<file path="config.mk">
export PLATFORM = sky130hd
export DESIGN_NAME = scs_sequencer
export DESIGN_NICKNAME = d
export VERILOG_FILES = /design/src/shared/scs_pkg.sv /design/src/hdl/scs_line_xcvr.sv /design/src/hdl/scs_sequencer.sv
export SDC_FILE = /design/constraint.sdc
export NUM_CORES = 1
export LEC_CHECK = 0
export ABC_AREA = 1
export BUFFER_PORTS_ARGS = -buffer_cell sky130_fd_sc_hd__buf_2
export CAP_MARGIN = 20
export CORE_MARGIN = 2
export CORE_UTILIZATION = 36
export DETAILED_ROUTE_END_ITERATION = 16
export GPL_ROUTABILITY_DRIVEN = 0
export PLACE_DENSITY = 0.58
export SETUP_SLACK_MARGIN = 0.5
export SLEW_MARGIN = 20
export SYNTH_ARGS = -nofsm -noshare
export SYNTH_HDL_FRONTEND = slang
export SYNTH_SLANG_ARGS = --single-unit
export TNS_END_PERCENT = 50
</file>
<file path="constraint.sdc">
create_clock -name clk_i -period 1.7 [get_ports clk_i]
set_clock_uncertainty 0.1 [all_clocks]
set_input_delay 0 -clock clk_i [delete_from_list [all_inputs] [get_ports clk_i]]
set_output_delay 0 -clock clk_i [all_outputs]
set_load 0.01 [all_outputs]
</file>
<file path="src/shared/scs_pkg.sv">
// Package for the smart card contact sequencer: timing counts, modes, carriers.
// Assumes one 100 MHz system clock that stands for the crystal input clock.
package scs_pkg;

	// System clock period in ns
	localparam int unsigned CLK_PERIOD_NS = 10;

	// Card clock divider codes (select_a, select_b)
	localparam logic [1:0] DIV_SEL_8 = 2'h0;
	localparam logic [1:0] DIV_SEL_4 = 2'h1;
	localparam logic [1:0] DIV_SEL_1 = 2'h2;
	localparam logic [1:0] DIV_SEL_2 = 2'h3;

	// Least card clock phase and delay before a new ratio applies, in input periods
	localparam int unsigned CLK_MIN_PHASE  = 8;
	localparam int unsigned DIV_APPLY_DLY  = 8;

	// Sequencer unit: 64 internal-oscillator periods, counted in half units
	localparam int unsigned OSC_PER_UNIT   = 64;
	localparam int unsigned HALF_UNIT_OSC  = OSC_PER_UNIT / 2;

	// Activation points, in half units after t1
	localparam logic [3:0] ACT_VCC_HALF    = 4'h3;  // 1.5 T
	localparam logic [3:0] ACT_IO_HALF     = 4'h8;  // 4 T
	localparam logic [3:0] ACT_RST_HALF    = 4'he;  // 7 T

	// Deactivation points, in half units after t10
	localparam logic [3:0] DEA_CLK_HALF    = 4'h1;  // 0.5 T
	localparam logic [3:0] DEA_IO_HALF     = 4'h2;  // 1 T
	localparam logic [3:0] DEA_VCC_HALF    = 4'h3;  // 1.5 T
	localparam logic [3:0] DEA_OFF_HALF    = 4'ha;  // 5 T

	// Least gap between data-line enable and clock start
	localparam int unsigned CLK_START_NS   = 200;
	localparam int unsigned CLK_START_CYC  =
		(CLK_START_NS + CLK_PERIOD_NS - 1) / CLK_PERIOD_NS;

	// Card insertion debounce, 8 ms
	localparam int unsigned DEBOUNCE_MS    = 8;
	localparam int unsigned DEBOUNCE_CYC   = DEBOUNCE_MS * 1000000 / CLK_PERIOD_NS;

	// Sequencer states
	typedef enum logic [4:0] {
		SCS_INACTIVE = 5'b0_0001,
		SCS_START    = 5'b0_0010,
		SCS_ACTIVATE = 5'b0_0100,
		SCS_ACTIVE   = 5'b0_1000,
		SCS_DEACT    = 5'b1_0000
	} scs_state_t;

	// Card-side contact controls
	typedef struct packed {
		logic vcc_en;      // Card supply ramp enable
		logic pump_en;     // Pump output on
		logic io_en;       // Data lines released (else held low)
		logic rst_lvl;     // Card reset level
		logic clk_en;      // Card clock gate
	} scs_contact_t;

endpackage : scs_pkg

</file>
<file path="src/hdl/scs_line_xcvr.sv">
// One bidirectional line transceiver between host side and card side.
// Assumes both line inputs are already synchronised to clk_i.
module scs_line_xcvr #(
	parameter int unsigned EDGE_DLY = 2,
	parameter int unsigned PU_DLY   = 4
) (
	// Clock and reset
	input  wire logic clk_i,
	input  wire logic rst_i,
	// Enable (card side released)
	input  wire logic enable_i,
	// Host side
	input  wire logic host_in_i,
	output logic      host_out_o,
	output logic      host_oe_o,
	// Card side
	input  wire logic card_in_i,
	output logic      card_out_o,
	output logic      card_oe_o
);

	typedef enum logic [4:0] {
		LX_IDLE  = 5'b0_0001,
		LX_HWAIT = 5'b0_0010,
		LX_HMAST = 5'b0_0100,
		LX_CWAIT = 5'b0_1000,
		LX_CMAST = 5'b1_0000
	} lx_state_t;

	lx_state_t  state_q, state_d;
	logic [3:0] cnt_q, cnt_d;
	logic       host_q, card_q;
	logic       pu_q, pu_d;

	// Next state: first falling edge wins mastership
	always_comb begin
		state_d = state_q;
		cnt_d   = cnt_q;
		pu_d    = 1'b0;
		if (cnt_q != 4'h0) begin
			cnt_d = cnt_q - 4'h1;
		end
		unique case (state_q)
			LX_IDLE: begin
				if (!enable_i) begin
					state_d = LX_IDLE;
				end else if (host_q && !host_in_i) begin
					state_d = LX_HWAIT;
					cnt_d   = 4'(EDGE_DLY);
				end else if (card_q && !card_in_i) begin
					state_d = LX_CWAIT;
					cnt_d   = 4'(EDGE_DLY);
				end
			end
			LX_HWAIT, LX_CWAIT: begin
				if (cnt_q == 4'h0) begin
					state_d = (state_q == LX_HWAIT) ? LX_HMAST : LX_CMAST;
				end
			end
			LX_HMAST: begin
				if (host_in_i) begin
					state_d = LX_IDLE;
					pu_d    = 1'b1;
					cnt_d   = 4'(PU_DLY - 1); // Pulse stands while count runs down to zero
				end
			end
			LX_CMAST: begin
				if (card_in_i) begin
					state_d = LX_IDLE;
					pu_d    = 1'b1;
					cnt_d   = 4'(PU_DLY - 1);
				end
			end
			default: state_d = LX_IDLE;
		endcase
		if (pu_q && cnt_q != 4'h0) begin
			pu_d = 1'b1;
		end
		if (!enable_i) begin
			state_d = LX_IDLE;
		end
	end

	// Direction of the last pull-up pulse
	logic pu_card_q, pu_card_d;
	always_comb begin
		pu_card_d = pu_card_q;
		if (state_q == LX_HMAST) begin
			pu_card_d = 1'b1;
		end else if (state_q == LX_CMAST) begin
			pu_card_d = 1'b0;
		end
	end

	always_ff @(posedge clk_i) begin
		if (rst_i) begin
			state_q   <= LX_IDLE;
			cnt_q     <= 4'h0;
			host_q    <= 1'b1;
			card_q    <= 1'b1;
			pu_q      <= 1'b0;
			pu_card_q <= 1'b0;
		end else begin
			state_q   <= state_d;
			cnt_q     <= cnt_d;
			host_q    <= host_in_i;
			card_q    <= card_in_i;
			pu_q      <= pu_d;
			pu_card_q <= pu_card_d;
		end
	end

	// Slave side copies the low, then gets an active high pulse
	always_comb begin
		host_out_o = 1'b0;
		host_oe_o  = 1'b0;
		card_out_o = 1'b0;
		card_oe_o  = 1'b0;
		if (!enable_i) begin
			card_oe_o = 1'b1; // Card contact held low while disabled
		end else if (state_q == LX_HMAST) begin
			card_oe_o = 1'b1;
		end else if (state_q == LX_CMAST) begin
			host_oe_o = 1'b1;
		end else if (pu_q) begin
			if (pu_card_q) begin
				card_out_o = 1'b1;
				card_oe_o  = 1'b1;
			end else begin
				host_out_o = 1'b1;
				host_oe_o  = 1'b1;
			end
		end
	end

endmodule // scs_line_xcvr

</file>
<file path="src/hdl/scs_sequencer.sv">
// Smart card contact sequencer: clock divider, activation and deactivation,
// presence debounce, fault handling and three line transceivers.
// Assumes clk_i is the crystal clock and osc_clock_input_i the internal oscillator.
// Contract
// Divide selects give 8, 4, 2 or 1; the code gives 2 for the 1 select.
// Host changes selects one at a time.
// Card clock phases last eight input periods; the code gives 4, 2 or 1 input periods per phase.
// Ratio switches glitch-free at phase boundaries.
// New ratio applies eight periods after change.
// First falling side becomes line master.
// Slave side driven low after edge delay.
// Slave driven high for pull-up pulse.
// Reset enters inactive mode, contacts low.
// Idle status shows card presence.
// Session request low starts oscillator, doubler.
// Unit is 64 oscillator periods; supply at 1.5T.
// Data lines at 4T, reset at 7T.
// Clock starts when reset request falls.
// Card reset follows request after 7T.
// Otherwise clock starts at 4T plus 200ns.
// Host avoids activation with request stuck high.
// Deactivation: reset, clock, lines at 0, 0.5T, 1T.
// Supply falls 1.5T, pump off 5T, inactive.
// Fault drives status low, emergency deactivation.
// Outside session faults leave status unchanged.
// Insertion debounced 8 ms; extraction deactivates.
module scs_sequencer #(
	parameter int unsigned DEBOUNCE_CYC = scs_pkg::DEBOUNCE_CYC
) (
	// Clock and reset
	input  wire logic                 clk_i,
	input  wire logic                 rst_i,
	// Internal oscillator, sampled as a pin
	input  wire logic                 osc_clock_input_i,
	// Host control pins
	input  wire logic                 clock_divide_select_a_i,
	input  wire logic                 clock_divide_select_b_i,
	input  wire logic                 session_request_n_i,
	input  wire logic                 card_reset_request_i,
	output logic                      status_n_o,
	// Card detect and faults
	input  wire logic                 card_detect_input_i,
	input  wire logic                 fault_i,
	// Card contacts
	output logic                      card_clock_o,
	output logic                      card_reset_o,
	output scs_pkg::scs_contact_t     contact_o,
	output logic                      osc_high_freq_o,
	// Host lines: data, aux a, aux b
	input  wire logic [2:0]           host_line_in_i,
	output logic [2:0]                host_line_out_o,
	output logic [2:0]                host_line_oe_o,
	// Card lines
	input  wire logic [2:0]           card_line_in_i,
	output logic [2:0]                card_line_out_o,
	output logic [2:0]                card_line_oe_o
);

	// Two-stage synchronisers for every pin input
	localparam int unsigned NSYNC = 11;
	logic [NSYNC-1:0] pin_raw, sync1_q, sync2_q;
	assign pin_raw = {host_line_in_i, card_line_in_i, osc_clock_input_i,
		clock_divide_select_a_i, clock_divide_select_b_i, session_request_n_i,
		card_reset_request_i};
	always_ff @(posedge clk_i) begin
		if (rst_i) begin
			sync1_q <= '1;
			sync2_q <= '1;
		end else begin
			sync1_q <= pin_raw;
			sync2_q <= sync1_q;
		end
	end

	logic [2:0] host_s, card_s;
	logic       osc_s, sel_a_s, sel_b_s, req_n_s, rstreq_s, det_s, fault_s;
	assign host_s   = sync2_q[10:8];
	assign card_s   = sync2_q[7:5];
	assign osc_s    = sync2_q[4];
	assign sel_a_s  = sync2_q[3];
	assign sel_b_s  = sync2_q[2];
	assign req_n_s  = sync2_q[1];
	assign rstreq_s = sync2_q[0];

	// Presence and fault synchronisers, reset low (no card)
	logic [1:0] misc1_q, misc2_q;
	always_ff @(posedge clk_i) begin
		if (rst_i) begin
			misc1_q <= 2'h0;
			misc2_q <= 2'h0;
		end else begin
			misc1_q <= {card_detect_input_i, fault_i};
			misc2_q <= misc1_q;
		end
	end
	assign det_s   = misc2_q[1];
	assign fault_s = misc2_q[0];

	// Card clock divider: switch ratio only at a phase end, after the delay
	logic [1:0] sel_now, sel_q, sel_d, pend_q, pend_d;
	logic [3:0] apply_q, apply_d;
	logic [2:0] ph_q, ph_d;
	logic       cclk_q, cclk_d;
	logic [2:0] ph_len;
	assign sel_now = {sel_a_s, sel_b_s};
	always_comb begin
		unique case (sel_q)
			scs_pkg::DIV_SEL_8: ph_len = 3'h3;
			scs_pkg::DIV_SEL_4: ph_len = 3'h1;
			scs_pkg::DIV_SEL_2: ph_len = 3'h0;
			scs_pkg::DIV_SEL_1: ph_len = 3'h0;
		endcase
	end
	always_comb begin
		pend_d  = pend_q;
		apply_d = apply_q;
		sel_d   = sel_q;
		ph_d    = ph_q;
		cclk_d  = cclk_q;
		if (sel_now != pend_q) begin
			pend_d  = sel_now;
			apply_d = 4'(scs_pkg::DIV_APPLY_DLY - 1);
		end else if (apply_q != 4'h0) begin
			apply_d = apply_q - 4'h1;
		end
		if (sel_q == scs_pkg::DIV_SEL_1) begin
			cclk_d = ~cclk_q; // Select 1 divides by two: one phase per cycle
			ph_d   = 3'h0;
			if (cclk_q && apply_q == 4'h0 && pend_q != sel_q) begin
				sel_d = pend_q;
			end
		end else if (ph_q >= ph_len) begin
			ph_d   = 3'h0;
			cclk_d = ~cclk_q;
			if (cclk_q && apply_q == 4'h0 && pend_q != sel_q) begin
				sel_d = pend_q;
			end
		end else begin
			ph_d = ph_q + 3'h1;
		end
	end
	always_ff @(posedge clk_i) begin
		if (rst_i) begin
			sel_q   <= scs_pkg::DIV_SEL_8;
			pend_q  <= scs_pkg::DIV_SEL_8;
			apply_q <= 4'h0;
			ph_q    <= 3'h0;
			cclk_q  <= 1'b0;
		end else begin
			sel_q   <= sel_d;
			pend_q  <= pend_d;
			apply_q <= apply_d;
			ph_q    <= ph_d;
			cclk_q  <= cclk_d;
		end
	end

	// Card clock gate changes only while the divided clock is low
	logic gate_q, gate_d, want_clk;
	always_comb begin
		gate_d = gate_q;
		if (!cclk_q) begin
			gate_d = want_clk;
		end
	end

	// Half-unit tick from the internal oscillator edges
	logic       osc_q;
	logic [5:0] osc_cnt_q, osc_cnt_d;
	logic       half_tick;
	always_comb begin
		osc_cnt_d = osc_cnt_q;
		half_tick = 1'b0;
		if (osc_s && !osc_q) begin
			if (osc_cnt_q == 6'(scs_pkg::HALF_UNIT_OSC - 1)) begin
				osc_cnt_d = 6'h0;
				half_tick = 1'b1;
			end else begin
				osc_cnt_d = osc_cnt_q + 6'h1;
			end
		end
	end

	// Presence debounce: insertion waits, extraction acts at once
	logic [23:0] deb_q, deb_d;
	logic        present_q, present_d;
	always_comb begin
		deb_d     = deb_q;
		present_d = present_q;
		if (!det_s) begin
			present_d = 1'b0;
			deb_d     = 24'h0;
		end else if (!present_q) begin
			if (deb_q == 24'(DEBOUNCE_CYC - 1)) begin
				present_d = 1'b1;
			end else begin
				deb_d = deb_q + 24'h1;
			end
		end
	end

	// Sequencer state
	scs_pkg::scs_state_t  state_q, state_d;
	scs_pkg::scs_contact_t con_q, con_d;
	logic [3:0]  half_q, half_d;
	logic        hold_q, hold_d;      // Clock waits for reset request to fall
	logic        fault_q, fault_d;    // Session ended on a fault
	logic [4:0]  cs_cnt_q, cs_cnt_d;
	logic        cs_arm_q, cs_arm_d;
	always_comb begin
		state_d  = state_q;
		con_d    = con_q;
		half_d   = half_q;
		hold_d   = hold_q;
		fault_d  = fault_q;
		cs_cnt_d = cs_cnt_q;
		cs_arm_d = cs_arm_q;
		if (half_tick) begin
			half_d = half_q + 4'h1;
		end
		if (cs_arm_q && cs_cnt_q != 5'h0) begin
			cs_cnt_d = cs_cnt_q - 5'h1;
		end
		unique case (state_q)
			scs_pkg::SCS_INACTIVE: begin
				con_d = '0;
				// A stored fault is only forgotten once the host has raised the request
				if (req_n_s) begin
					fault_d = 1'b0;
				end
				if (!req_n_s && present_q && !fault_q) begin
					state_d = scs_pkg::SCS_START;
					hold_d  = rstreq_s;
					half_d  = 4'h0;
				end
			end
			scs_pkg::SCS_START: begin
				con_d.pump_en = 1'b1;
				if (half_tick) begin
					state_d = scs_pkg::SCS_ACTIVATE; // t1 reached
					half_d  = 4'h0;
				end
				// Abort before t1 too, so a fault never waits for the first tick
				if (req_n_s || fault_s || !present_q) begin
					state_d = scs_pkg::SCS_DEACT;
					half_d  = 4'h0;
					fault_d = fault_s || !present_q;
				end
			end
			scs_pkg::SCS_ACTIVATE, scs_pkg::SCS_ACTIVE: begin
				if (half_q >= scs_pkg::ACT_VCC_HALF) begin
					con_d.vcc_en = 1'b1;
				end
				if (half_q >= scs_pkg::ACT_IO_HALF && !con_q.io_en) begin
					con_d.io_en = 1'b1;
					cs_arm_d    = 1'b1;
					cs_cnt_d    = 5'(scs_pkg::CLK_START_CYC);
				end
				if (state_q == scs_pkg::SCS_ACTIVATE && hold_q && con_q.io_en &&
					!rstreq_s) begin
					hold_d = 1'b0;
				end
				if (con_q.io_en && cs_arm_q && cs_cnt_q == 5'h0 &&
					!(hold_q && state_q == scs_pkg::SCS_ACTIVATE)) begin
					con_d.clk_en = 1'b1;
				end
				if (half_q >= scs_pkg::ACT_RST_HALF) begin
					state_d = scs_pkg::SCS_ACTIVE;
					half_d  = scs_pkg::ACT_RST_HALF;
				end
				if (state_q == scs_pkg::SCS_ACTIVE) begin
					con_d.rst_lvl = rstreq_s;
				end
				if (req_n_s || fault_s || !present_q) begin
					state_d       = scs_pkg::SCS_DEACT;
					con_d.rst_lvl = 1'b0;
					half_d        = 4'h0;
					fault_d       = fault_s || !present_q;
				end
			end
			scs_pkg::SCS_DEACT: begin
				con_d.rst_lvl = 1'b0;
				cs_arm_d      = 1'b0;
				if (half_q >= scs_pkg::DEA_CLK_HALF) begin
					con_d.clk_en = 1'b0;
				end
				if (half_q >= scs_pkg::DEA_IO_HALF) begin
					con_d.io_en = 1'b0;
				end
				if (half_q >= scs_pkg::DEA_VCC_HALF) begin
					con_d.vcc_en = 1'b0;
				end
				if (half_q >= scs_pkg::DEA_OFF_HALF) begin
					con_d.pump_en = 1'b0;
					state_d       = scs_pkg::SCS_INACTIVE;
				end
			end
		endcase
	end

	// Clock request for the gate
	assign want_clk = con_q.clk_en;

	always_ff @(posedge clk_i) begin
		if (rst_i) begin
			state_q   <= scs_pkg::SCS_INACTIVE;
			con_q     <= '0;
			half_q    <= 4'h0;
			hold_q    <= 1'b0;
			fault_q   <= 1'b0;
			cs_cnt_q  <= 5'h0;
			cs_arm_q  <= 1'b0;
			osc_q     <= 1'b1; // Matches synchroniser reset: no false edge
			osc_cnt_q <= 6'h0;
			deb_q     <= 24'h0;
			present_q <= 1'b0;
			gate_q    <= 1'b0;
		end else begin
			state_q   <= state_d;
			con_q     <= con_d;
			half_q    <= half_d;
			hold_q    <= hold_d;
			fault_q   <= fault_d;
			cs_cnt_q  <= cs_cnt_d;
			cs_arm_q  <= cs_arm_d;
			osc_q     <= osc_s;
			osc_cnt_q <= osc_cnt_d;
			deb_q     <= deb_d;
			present_q <= present_d;
			gate_q    <= gate_d;
		end
	end

	// Status: presence when idle, low on any fault in a session
	logic status_q, status_d;
	always_comb begin
		status_d = status_q;
		if (state_q == scs_pkg::SCS_INACTIVE) begin
			status_d = present_q && !(fault_q && !req_n_s);
		end else if (fault_s || !present_q || fault_q) begin
			status_d = 1'b0;
		end
	end
	always_ff @(posedge clk_i) begin
		if (rst_i) begin
			status_q <= 1'b0;
		end else begin
			status_q <= status_d;
		end
	end

	// Outputs from registers; card clock gated, oscillator select decoded from state
	assign status_n_o      = status_q;
	assign card_clock_o    = cclk_q & gate_q;
	assign card_reset_o    = con_q.rst_lvl;
	assign contact_o       = con_q;
	assign osc_high_freq_o = (state_q != scs_pkg::SCS_INACTIVE);

	// Three identical transceivers
	generate
		for (genvar i = 0; i < 3; i++) begin : g_line
			scs_line_xcvr u_xcvr (
				.clk_i      (clk_i),
				.rst_i      (rst_i),
				.enable_i   (con_q.io_en),
				.host_in_i  (host_s[i]),
				.host_out_o (host_line_out_o[i]),
				.host_oe_o  (host_line_oe_o[i]),
				.card_in_i  (card_s[i]),
				.card_out_o (card_line_out_o[i]),
				.card_oe_o  (card_line_oe_o[i])
			);
		end
	endgenerate

endmodule // scs_sequencer

</file>
### Word-level counts from Yosys, hierarchy flattened

Cells that the tools add are included.

* add/sub/neg operators: 9
* order comparisons: 7
* eq/ne operators: 54
* multiplexer cells: 156
* bitwise logic cells: 6
* reductions and logical operators: 87

Operators with widths (number)
* $mux 5: 27
* $mux 4: 24
* $mux 1: 81
* $pmux 5 s4: 4
* $pmux 4 s3: 4
* $ne 2x2->1 const B: 16
* $add 24x1->24 const B: 1
* $eq 24x20->1 const B: 1
* $logic_and 1x1->1: 24
* $eq 5x1->1 const B: 4
* $eq 5x2->1 const B: 4
* $eq 5x3->1 const B: 4
* $eq 5x4->1 const B: 4
* $eq 5x5->1 const B: 4
* $pmux 3 s3: 2
* $reduce_bool 2->1: 9
* $logic_not 4->1: 4
* $reduce_and 4->1: 4
* $reduce_bool 4->1: 4
* $reduce_or 2->1: 8
* $sub 4x1->4 const B: 4
* $reduce_and 3->1: 5
* $logic_not 1->1: 14
* $ge 4x4->1 const B: 3
* 29 further kinds: 60

* register bits after elaboration: 133
* bits of input ports: 15
* output and inout bits: 21
* word-level logic and storage cells: 364

### Depth between registers and ports, before layout

Gate-level depths: netlist of the first run.

* word-level depth: 7
* gate-level depth with buffers: 12
* gate-level depth less buffers: 12

### Modules after synthesis

From an unflattened synthesis of the first run, not the netlist that was laid out.

* cells, all modules: 977
* area, all modules: 6825.3 um2

Modules (own cells, without submodules)
* scs_sequencer: times used 1, cells each 656, area an instance 4520.6 um2, seq. area each 1881.8 um2
* scs_line_xcvr: times used 3, cells each 107, area an instance 768.2 um2, seq. area each 260.2 um2

### Worst setup path before layout of the first run

OpenSTA, ideal clock, no wires.

* path kind: flip-flop to flip-flop
* start point: register deb_q[0]
* end point: register deb_q[11]
* library setup time: 0.132 ns
* arrival time: 1.491 ns
* data required time: 1.468 ns
* path slack: -0.023 ns
* cell stages (with the launch flop): 10
* path buffers: 1
* clock period less this slack: 1.723 ns
* cells stage by stage: dfxtp_1 > ha_1 > nand2_2 > nor3_4 > nand3_4 > nand2_8 > inv_4 > buf_6 > nand2_1 > a21oi_1

* longest elaborated chain between the ends: 3
* elaborated cells on any way between the ends: 4
* classes of those cells: 1 x add/sub; 1 x eq/ne; 1 x bitwise; 1 x reduce/logical

Ends and longest elaborated chain
* start: declaration: line scs_sequencer.sv:185 `logic [23:0] deb_q, deb_d;`
* start signal: assignment: line scs_sequencer.sv:315 `deb_q <= 24'h0;`
* start signal: assignment: line scs_sequencer.sv:328 `deb_q <= deb_d;`
* branches (longest 3 deep; another with $add 24x1->24)

Parallel ways; which one is timed is not known.
A chain may end at the register's enable or synchronous reset.

### Worst setup path in the final report of the first run

* start point: register state_q[2]
* end point: register con_q (netlist bit card_reset_o)

* longest elaborated chain between the ends: 4
* elaborated cells on any way between the ends: 9
* classes of those cells: 5 x eq/ne; 1 x mux; 3 x reduce/logical

Ends and longest elaborated chain
* start: declaration: line scs_sequencer.sv:203 `scs_pkg::scs_state_t state_q, state_d;`
* start signal: assignment: line scs_sequencer.sv:306 `state_q <= scs_pkg::SCS_INACTIVE;`
* start signal: assignment: line scs_sequencer.sv:319 `state_q <= state_d;`
* $eq 5x3->1 or $eq 5x4->1 (tied branches): line scs_sequencer.sv:224, scs_sequencer.sv:271
* $reduce_or 2->1: line scs_sequencer.sv:224 `unique case (state_q)`
* $ne 3x3->1 (no source line) or $reduce_bool 3->1 (tied branches)
* $reduce_and 2->1 (no source line)
* end signal: assignment: line scs_sequencer.sv:320 `con_q <= con_d;`
* end: declaration: line scs_sequencer.sv:204 `scs_pkg::scs_contact_t con_q, con_d;`

Several ways; a longest one is shown, not always the timed one.

==> results of run 1 <==
-- worst paths after layout --
path                   to  slack (ns)       start  depth (start not counted)
max          card_reset_o        0.09  state_q[2]                          8
min             half_q[3]        0.04       rst_i                          3
max reg2reg  card_reset_o        0.09  state_q[2]                          8
min reg2reg    misc2_q[0]        0.30  misc1_q[0]                          2
-- cell usage in the layout (no fill, tap or decap), types with 23 or more instances in the layout --
master,instances
a21oi_1,45
nor2_2,26
buf_2,33
inv_1,100
nand2_1,196
nor2_4,27
nand4_1,25
nand2_2,40
dfxtp_2,27
nor2_1,82
or2_2,23
nand3_1,47
a21oi_2,23
buf_4,89
nand3_2,25
dfxtp_1,91
-- final cells by class --
class / count / area [um^2] / share of cell area [%]
Clock buffer: 20 / 468 / 4.74
Timing Repair inverter: 3 / 38.8 / 0.393
Sequential cell: 133 / 2750 / 27.9
Multi-Input combinational cell: 691 / 4410 / 44.7
Clock inverter: 11 / 220 / 2.23
Timing Repair Buffer: 155 / 1200 / 12.1
Inverter: 127 / 498 / 5.04
Tap cell: 229 / 287 / 2.90
-- cells by family (layout without fill, tap and decap cells) --
| kind of cell | after synthesis | in the layout | synth area share, % |
|---|---|---|---|
| compound gates | 102 | 102 | 8.19 |
| xor+xnor | 26 | 26 | 3.41 |
| fa+ha+maj | 15 | 15 | 2.81 |
| buf+inv | 159 | 316 | 10.2 |
| flops | 133 | 133 | 39.9 |
| simple gates | 544 | 548 | 35.5 |
-- sequential cells by signal (all words and copies together) (netlist names), 4 cells and up --
name / flops
apply_q: 4
state_q: 5
deb_q: 24
g_line.u_xcvr.state_q: 15
g_line.u_xcvr.cnt_q: 12
half_q: 4
sync2_q: 11
cs_cnt_q: 5
sync1_q: 11
osc_cnt_q: 6
-- stage by stage --
stage / utilization, % / worst slack [ns] / area, um^2 / power, mW / hold WS [ns]
after floorplan: - / 0.214 / 6890 / 4.30 / 0.00381
after global placement: 41.2 / 0.105 / 7450 / 4.48 / 0.0833
after detailed placement: 41.2 / 0.103 / 7450 / 4.50 / 0.0852
after CTS: 49.8 / 0.167 / 9010 / 8.90 / 0.00932
after global routing: 54.6 / 0.0387 / 9870 / 9.37 / 0.0460
final: 54.6 / 0.0947 / 9870 / 8.94 / 0.0364
-- worst max-delay path: cells and delay by family (launching register included) --
family	cells	cell delay (ns)
AOI/OAI and AO/OA	2	0.13
and+or+nand+nor	4	0.50
buffers and inverters	2	0.40
DFF	1	0.35
-- power by group through the flow --
stage | clock network, mW | logic [mW] | registers (mW)
CTS | 4.38 | 1.08 | 3.44
detailed placement | 0 | 0.983 | 3.51
finish | 4.30 | 1.20 | 3.44
floorplan | 0 | 0.822 | 3.48
global route | 4.52 | 1.38 | 3.46
global placement | 0 | 0.964 | 3.51
-- synthesized netlist by cell type, drive strengths merged (2+ instances only) --
cell type / count / area (um^2)
nand2: 257 / 983
nor2: 135 / 514
dfxtp: 133 / 2660
inv: 126 / 475
nand3: 80 / 413
a21oi: 68 / 363
o21ai: 27 / 135
nand4: 26 / 169
or2: 24 / 150
buf: 21 / 164
ha: 15 / 188
xnor2: 15 / 131
nor3: 13 / 76.3
clkbuf: 11 / 41.3
xor2: 11 / 96.3
nor3b: 5 / 37.5
o22ai: 3 / 18.8
a211oi: 2 / 15.0
nand3b: 2 / 15.0
-- routing by layer --
layer	GRT usage (%)	routed length, um
met5	0	0
met4	6.01	279
met3	3.32	544
met2	29.0	8560
met1	22.7	8300
-- timing repair --
action	CTS	global route
setup buffers	39	26
resized for setup	128	169
endpoints found under the hold margin	30	0
hold buffers	14	0
cloned	3	4
endpoints found under the setup margin	106	107
pin swaps	37	63
==> summary.md, run 1 <==
| Metric | Value |
|---|---|
| Post-synth ARST share | 0% |
| Synth Instances | 979 |
| Syn avg cell area | 6.82 um^2 |
| DR vias | 6580 |
| Port bufs | 35 |
| EDFF count, synth | 0 |
| Num CTS Buffers | 17 |
| Core area | 18100 um^2 |
| Slew headroom | 74.9% |
| DIE HEIGHT | 140 um |
| Crit path DAT | 1.80 ns |
| Top-Level Pins | 36 |
| Sequential-to-total area share from yosys stat | 39.9% |
| Fill cell count | 1666 |
| Switching Share | 24.7% |
| Max Slew Vio Count | 0 |
| Worst VDD drop | 0.000695 V |
| Critical path startpoint category | flip-flop |
| CTS tree | yes |
| Pwr Density | 906 nW/um^2 |
| Tcrit/Tclk final | 94.4% |
| Int Pwr | 6.73 mW |
| Combinational Power Share | 13.5% |
| DRT Pass-1 Iters | 4 |
| Synth Warn # | 0 |
| RSZ-0062 raised after global routing | yes |
| Final Net Count | 1158 |
| Final Hold Viols | 0 |
| Gr ovfl total | 0 |
| CP Data Required Time | 1.89 ns |
| Sw Pwr | 2.21 mW |
| Clk Latency, worst-skew pair | 0.42 ns |
| Post-Syn Area | 6680 um^2 |
| Clock buffer depth | 2 |
| Sequential share of power | 38.5% |
| Initial antenna violation count | 0 |
| Main flop type after synthesis | dfxtp_1 |
| Die X | 140 um |
| Largest net degree at the start of global routing | 28 |
| Number of global-route vias before repair | 6116 |
| Cell Chain, Critical Path | buf_4 -> nand2_1 -> nand4_1 -> buf_4 -> nand2_2 -> o21ai_1 -> nand2_1 -> a21oi_1 |
| Outcome | complete, no violations |
| Via density per instance | 4.81 |
| DR WL/cell | 12.9 um |
| Synth-to-Final Area Change | 47.8% |
| Total Wirelength | 17.7 mm |
| Setup tns final | 0 ns |
| Ant. Diodes | 0 |
| CTS root buf | clkbuf_16 |
| Final critical-path required period | 1.61 ns |
| Initial core utilization | 36.9% |
| Cells after DPL | 1252 |
| Maxcap violations | 0 |
| Residual DRC | 0 |
| DRT iter0 DRCs | 368 |
| GR Util All Layers | 17.4% |
| Max incr delay on CP | 0.35 ns |
| Clk pin slew, worst setup/hold paths | 0.06 ns |
| ANT nets after route | 0 |
| Global-route wire length before repair | 28.1 mm |
| Row count | 49 |
| Non-Filler Instances | 1369 |
| Die footprint | 19700 um^2 |
| Final Setup Violations | 0 |
| CP Capture Type | flip-flop |
| Crit-path max FO | 4 |
| Syn_nets | 1009 |
| Seq cells post-synth | 133 |
| FMAX | 623 MHz |
| Worst Tran Pin Value | 0.377 ns |
| Pleak | 4.13 nW |
| HP Class | input port to flip-flop |
| Synth unique cells | 36 |
| CTS sink count | 133 |
| Layout cells sized above 1 | 41.1% |
| DPL Wire Length | 10.7 mm |
| Setup CP Type | flip-flop to flip-flop |
| Clock share of power | 48.1% |
| Slowest stage cell on the critical path | dfxtp_4 |
| Max H-tree Level | 4 |
Power figures use the tool's default switching activity.
==> inputs of run 2 (changes only) <==
--- a/config.mk
+++ b/config.mk
@@ -13,5 +13,6 @@
 export DETAILED_ROUTE_END_ITERATION = 16
 export GPL_ROUTABILITY_DRIVEN = 0
-export PLACE_DENSITY = 0.58
+export HOLD_SLACK_MARGIN = 0.12
+export PLACE_DENSITY = 0.56
 export SETUP_SLACK_MARGIN = 0.5
 export SLEW_MARGIN = 20
==> constraint.sdc (replaced) <==
create_clock -name clk_i -period 1.64 [get_ports clk_i]
set_clock_uncertainty 0.1 [all_clocks]
set_input_delay 0.328 -clock clk_i [delete_from_list [all_inputs] [get_ports clk_i]]
set_output_delay 0.328 -clock clk_i [all_outputs]
set_load 0.01 [all_outputs]
==> summary.md, run 2 (synthesized netlist as in run 1, its figures left out) <==
| Metric | Value |
|---|---|
| R2R Path End | g_line[1].u_xcvr.state_q[2] |
| Final Hold Viols | 0 (unchanged) |
| Most frequent cells in the layout | 162 x nand2_1, 96 x buf_4, 93 x inv_1, 83 x nor2_1, 76 x dfxtp_1 |
| Clk Latency, worst-skew pair | 0.42 ns (about the same) |
| CTS sink count | 133 (unchanged) |
| Via density per instance | 4.79 (-0.31%) |
| Largest Register | deb_q |
| Most common cell after layout, fill and taps aside | nand2_1 |
| Int Pwr | 6.20 mW (-7.9%) |
| Slew headroom | 77.3% (+2.4 points) |
| Top-Level Pins | 36 (unchanged) |
| Area occupied by multi-input gates | 4700 um^2 (+6.6%) |
| Max H-tree Level | 4 (unchanged) |
| Core area | 18100 um^2 (unchanged) |
| Clk pin slew, worst setup/hold paths | 0.06 ns (about the same) |
| Slowest stage cell on the critical path | dfxtp_2 |
| CP Data Required Time | 1.21 ns (-0.68 ns) |
| DRT Pass-1 Iters | 4 (unchanged) |
| Critical path startpoint category | flip-flop |
| Largest net degree at the start of global routing | 28 (unchanged) |
| ANT nets after route | 0 (unchanged) |
| Fill cell count | 1574 (-5.5%) |
| Initial antenna violation count | 0 (unchanged) |
| Pwr Density | 807 nW/um^2 (-11%) |
| Power, Total | 8.41 mW (-5.9%) |
| DR WL/cell | 13.2 um (+2.2%) |
| Worst VDD drop | 0.000748 V (+7.7%) |
| Tcrit/Tclk final | 109% |
| Crit-path max FO | 4 (unchanged) |
| FMAX | 561 MHz |
| Gr ovfl total | 0 (unchanged) |
| Final Setup Violations | 15 (+15) |
| Setup CP Type | flip-flop to primary output |
| Max Slew Vio Count | 0 (unchanged) |
| R2r startpoint | g_line[1].u_xcvr.state_q[3] |
| Final Net Count | 1179 (+1.8%) |
| RSZ-0062 raised after global routing | yes |
| Storage cell area | 2790 um^2 (+1.3%) |
| Slack of the critical path | -0.143 ns (-0.238 ns) |
| Cell Chain, Critical Path | nor2_4 -> nand3_4 -> nor3b_2 -> buf_2 |
| Cell count of the worst reg-to-reg path | 11 (+3) |
| Outcome | finished, violations left |
| Hold path cells | 3 (unchanged) |
| Die footprint | 19700 um^2 (unchanged) |
| Clock buffer depth | 2 (unchanged) |
| Switching Share | 26.3% (+1.6 points) |
| HP Class | input port to flip-flop |
| R2R Setup Slk | -0.04 ns (-0.13 ns) |
| Worst Tran Pin Value | 0.337 ns (-0.0397 ns) |
| Ant. Diodes | 0 (unchanged) |
| Crit path DAT | 1.35 ns (-0.45 ns) |
| Pleak | 4.47 nW (+8.1%) |
| DIE HEIGHT | 140 um (unchanged) |
| Clock share of power | 42.4% (-5.7 points) |
| DPL Wire Length | 11.2 mm (+3.9%) |
| Maxcap violations | 0 (unchanged) |
| Number of global-route vias before repair | 6205 (+1.5%) |
| Biggest regs | deb_q x24, g_line.u_xcvr.state_q x15, g_line.u_xcvr.cnt_q x12 |
| Max reg flops | 24 (unchanged) |
| Residual DRC | 0 (unchanged) |
| Layout cells sized above 1 | 49.5% (+8.3 points) |
| Global-route wire length before repair | 28.5 mm (+1.4%) |
| Setup tns final | -1.50 ns (-1.50 ns) |
| Sequential share of power | 42.2% (+3.7 points) |
| Row count | 49 (unchanged) |
| DR vias | 6665 (+1.3%) |
| Worst Hold End | contact_o[4] |
| Util after Layout | 57.7% (+3.1 points) |
| Combinational Power Share | 15.4% (+1.9 points) |
| Sw Pwr | 2.22 mW (+0.19%) |
| Max incr delay on CP | 0.33 ns (-0.02 ns) |
| Port bufs | 35 (unchanged) |
| Top delay family on crit path | simple AND/OR/NAND/NOR gates |
| Final critical-path required period | 1.78 ns |
| CTS tree | yes |
| Synth-to-Final Area Change | 56.1% |
| Violated checks | setup timing |
| CP bufs+invs | 1 (-1) |
| Min Hold Slack | 0.230 ns (+0.194 ns) |
| DRT iter0 DRCs | 219 (-40%) |
| Num CTS Buffers | 17 (unchanged) |
| Total Wirelength | 18.3 mm (+3.8%) |
| Die X | 140 um (unchanged) |
| GR Util All Layers | 17.7% (+0.27 points) |
| HP Start | rst_i |
| Initial core utilization | 36.9% (unchanged) |
| CP Capture Type | primary output |
| CTS root buf | clkbuf_16 |
run 2: cell types whose count changed in the layout (fill, tap and decap cells not counted), sizes merged:
cell         delta
dlygate4sd3     -1
inv             -2
clkinv          +4
clkbuf          +5
clkinvlp        -1
buf            +26
nand2           -3
bufinv          -6
run 2: what timing repair did:
item,in CTS,in global routing
pin swaps,98,117
endpoints found under the setup margin,113,115
resized for setup,222,183
hold buffers,13,0
cloned,3,0
buffers inserted,47,37
hold endpoints to repair,13,0
run 2: worst max path at each step:
stage                           startpoint                 end  slack (ns)  depth (start not counted)
2_1_floorplan                     deb_q[1]           deb_q[11]        0.15                          9
6_report       g_line[1].u_xcvr.state_q[0]  host_line_out_o[1]       -0.14                          4
4_1_cts        g_line[2].u_xcvr.state_q[1]  host_line_out_o[2]       -0.17                          4
3_3_place_gp                      deb_q[8]           deb_q[11]        0.05                          7
3_5_place_dp                      sel_q[1]            sel_q[0]        0.04                          7
5_1_grt        g_line[0].u_xcvr.state_q[2]  host_line_out_o[0]       -0.20                          6
run 2: final cells by class:
type                    count  share of cell area (%)
clock inverters             7                   0.420
inverters                 127                    4.94
repair inverters            2                   0.216
well taps                 229                    2.75
multi-input cells         688                    45.1
flip-flops and latches    133                    26.7
repair buffers            180                    14.9
clock buffers              25                    4.95
run 2: power by group through the flow:
| stage | logic, mW | clock network (mW) | registers, mW |
|---|---|---|---|
| after floorplan | 0.849 | 0 | 3.61 |
| after global placement | 1.04 | 0 | 3.64 |
| after detailed placement | 1.04 | 0 | 3.64 |
| after CTS | 1.17 | 3.64 | 3.56 |
| after global routing | 1.48 | 3.77 | 3.58 |
| final | 1.29 | 3.57 | 3.55 |
run 2: stage by stage:
step	area (um^2)	cells	setup slack, ns
global route	10400	1391	-0.199
detailed placement	7640	1259	0.0411
CTS	9460	1354	-0.168
finish	10400	1391	-0.143
floorplan	7010	979	0.154
global placement	7640	1259	0.0490
run 2: worst reg2reg max path, stage by stage, from the launching register on:
cell	delay [ns]
dfxtp_4	0.37
nor2_4	0.15
buf_6	0.11
buf_6	0.09
buf_6	0.10
nand3_4	0.09
or2_4	0.29
nand2_4	0.07
nor2_4	0.04
nand2_1	0.06
nand2_1	0.06
nor2_1	0.09
run 2: routing by layer:
metal | vias to the layer above | share of wire [%] | global-route usage, %
li1 | 3445 | - | -
met1 | 3088 | 45 | 22.8
met2 | 109 | 50 | 30.1
met3 | 23 | 3.1 | 3.86
met4 | 0 | 1.2 | 4.63
met5 | - | 0 | 0
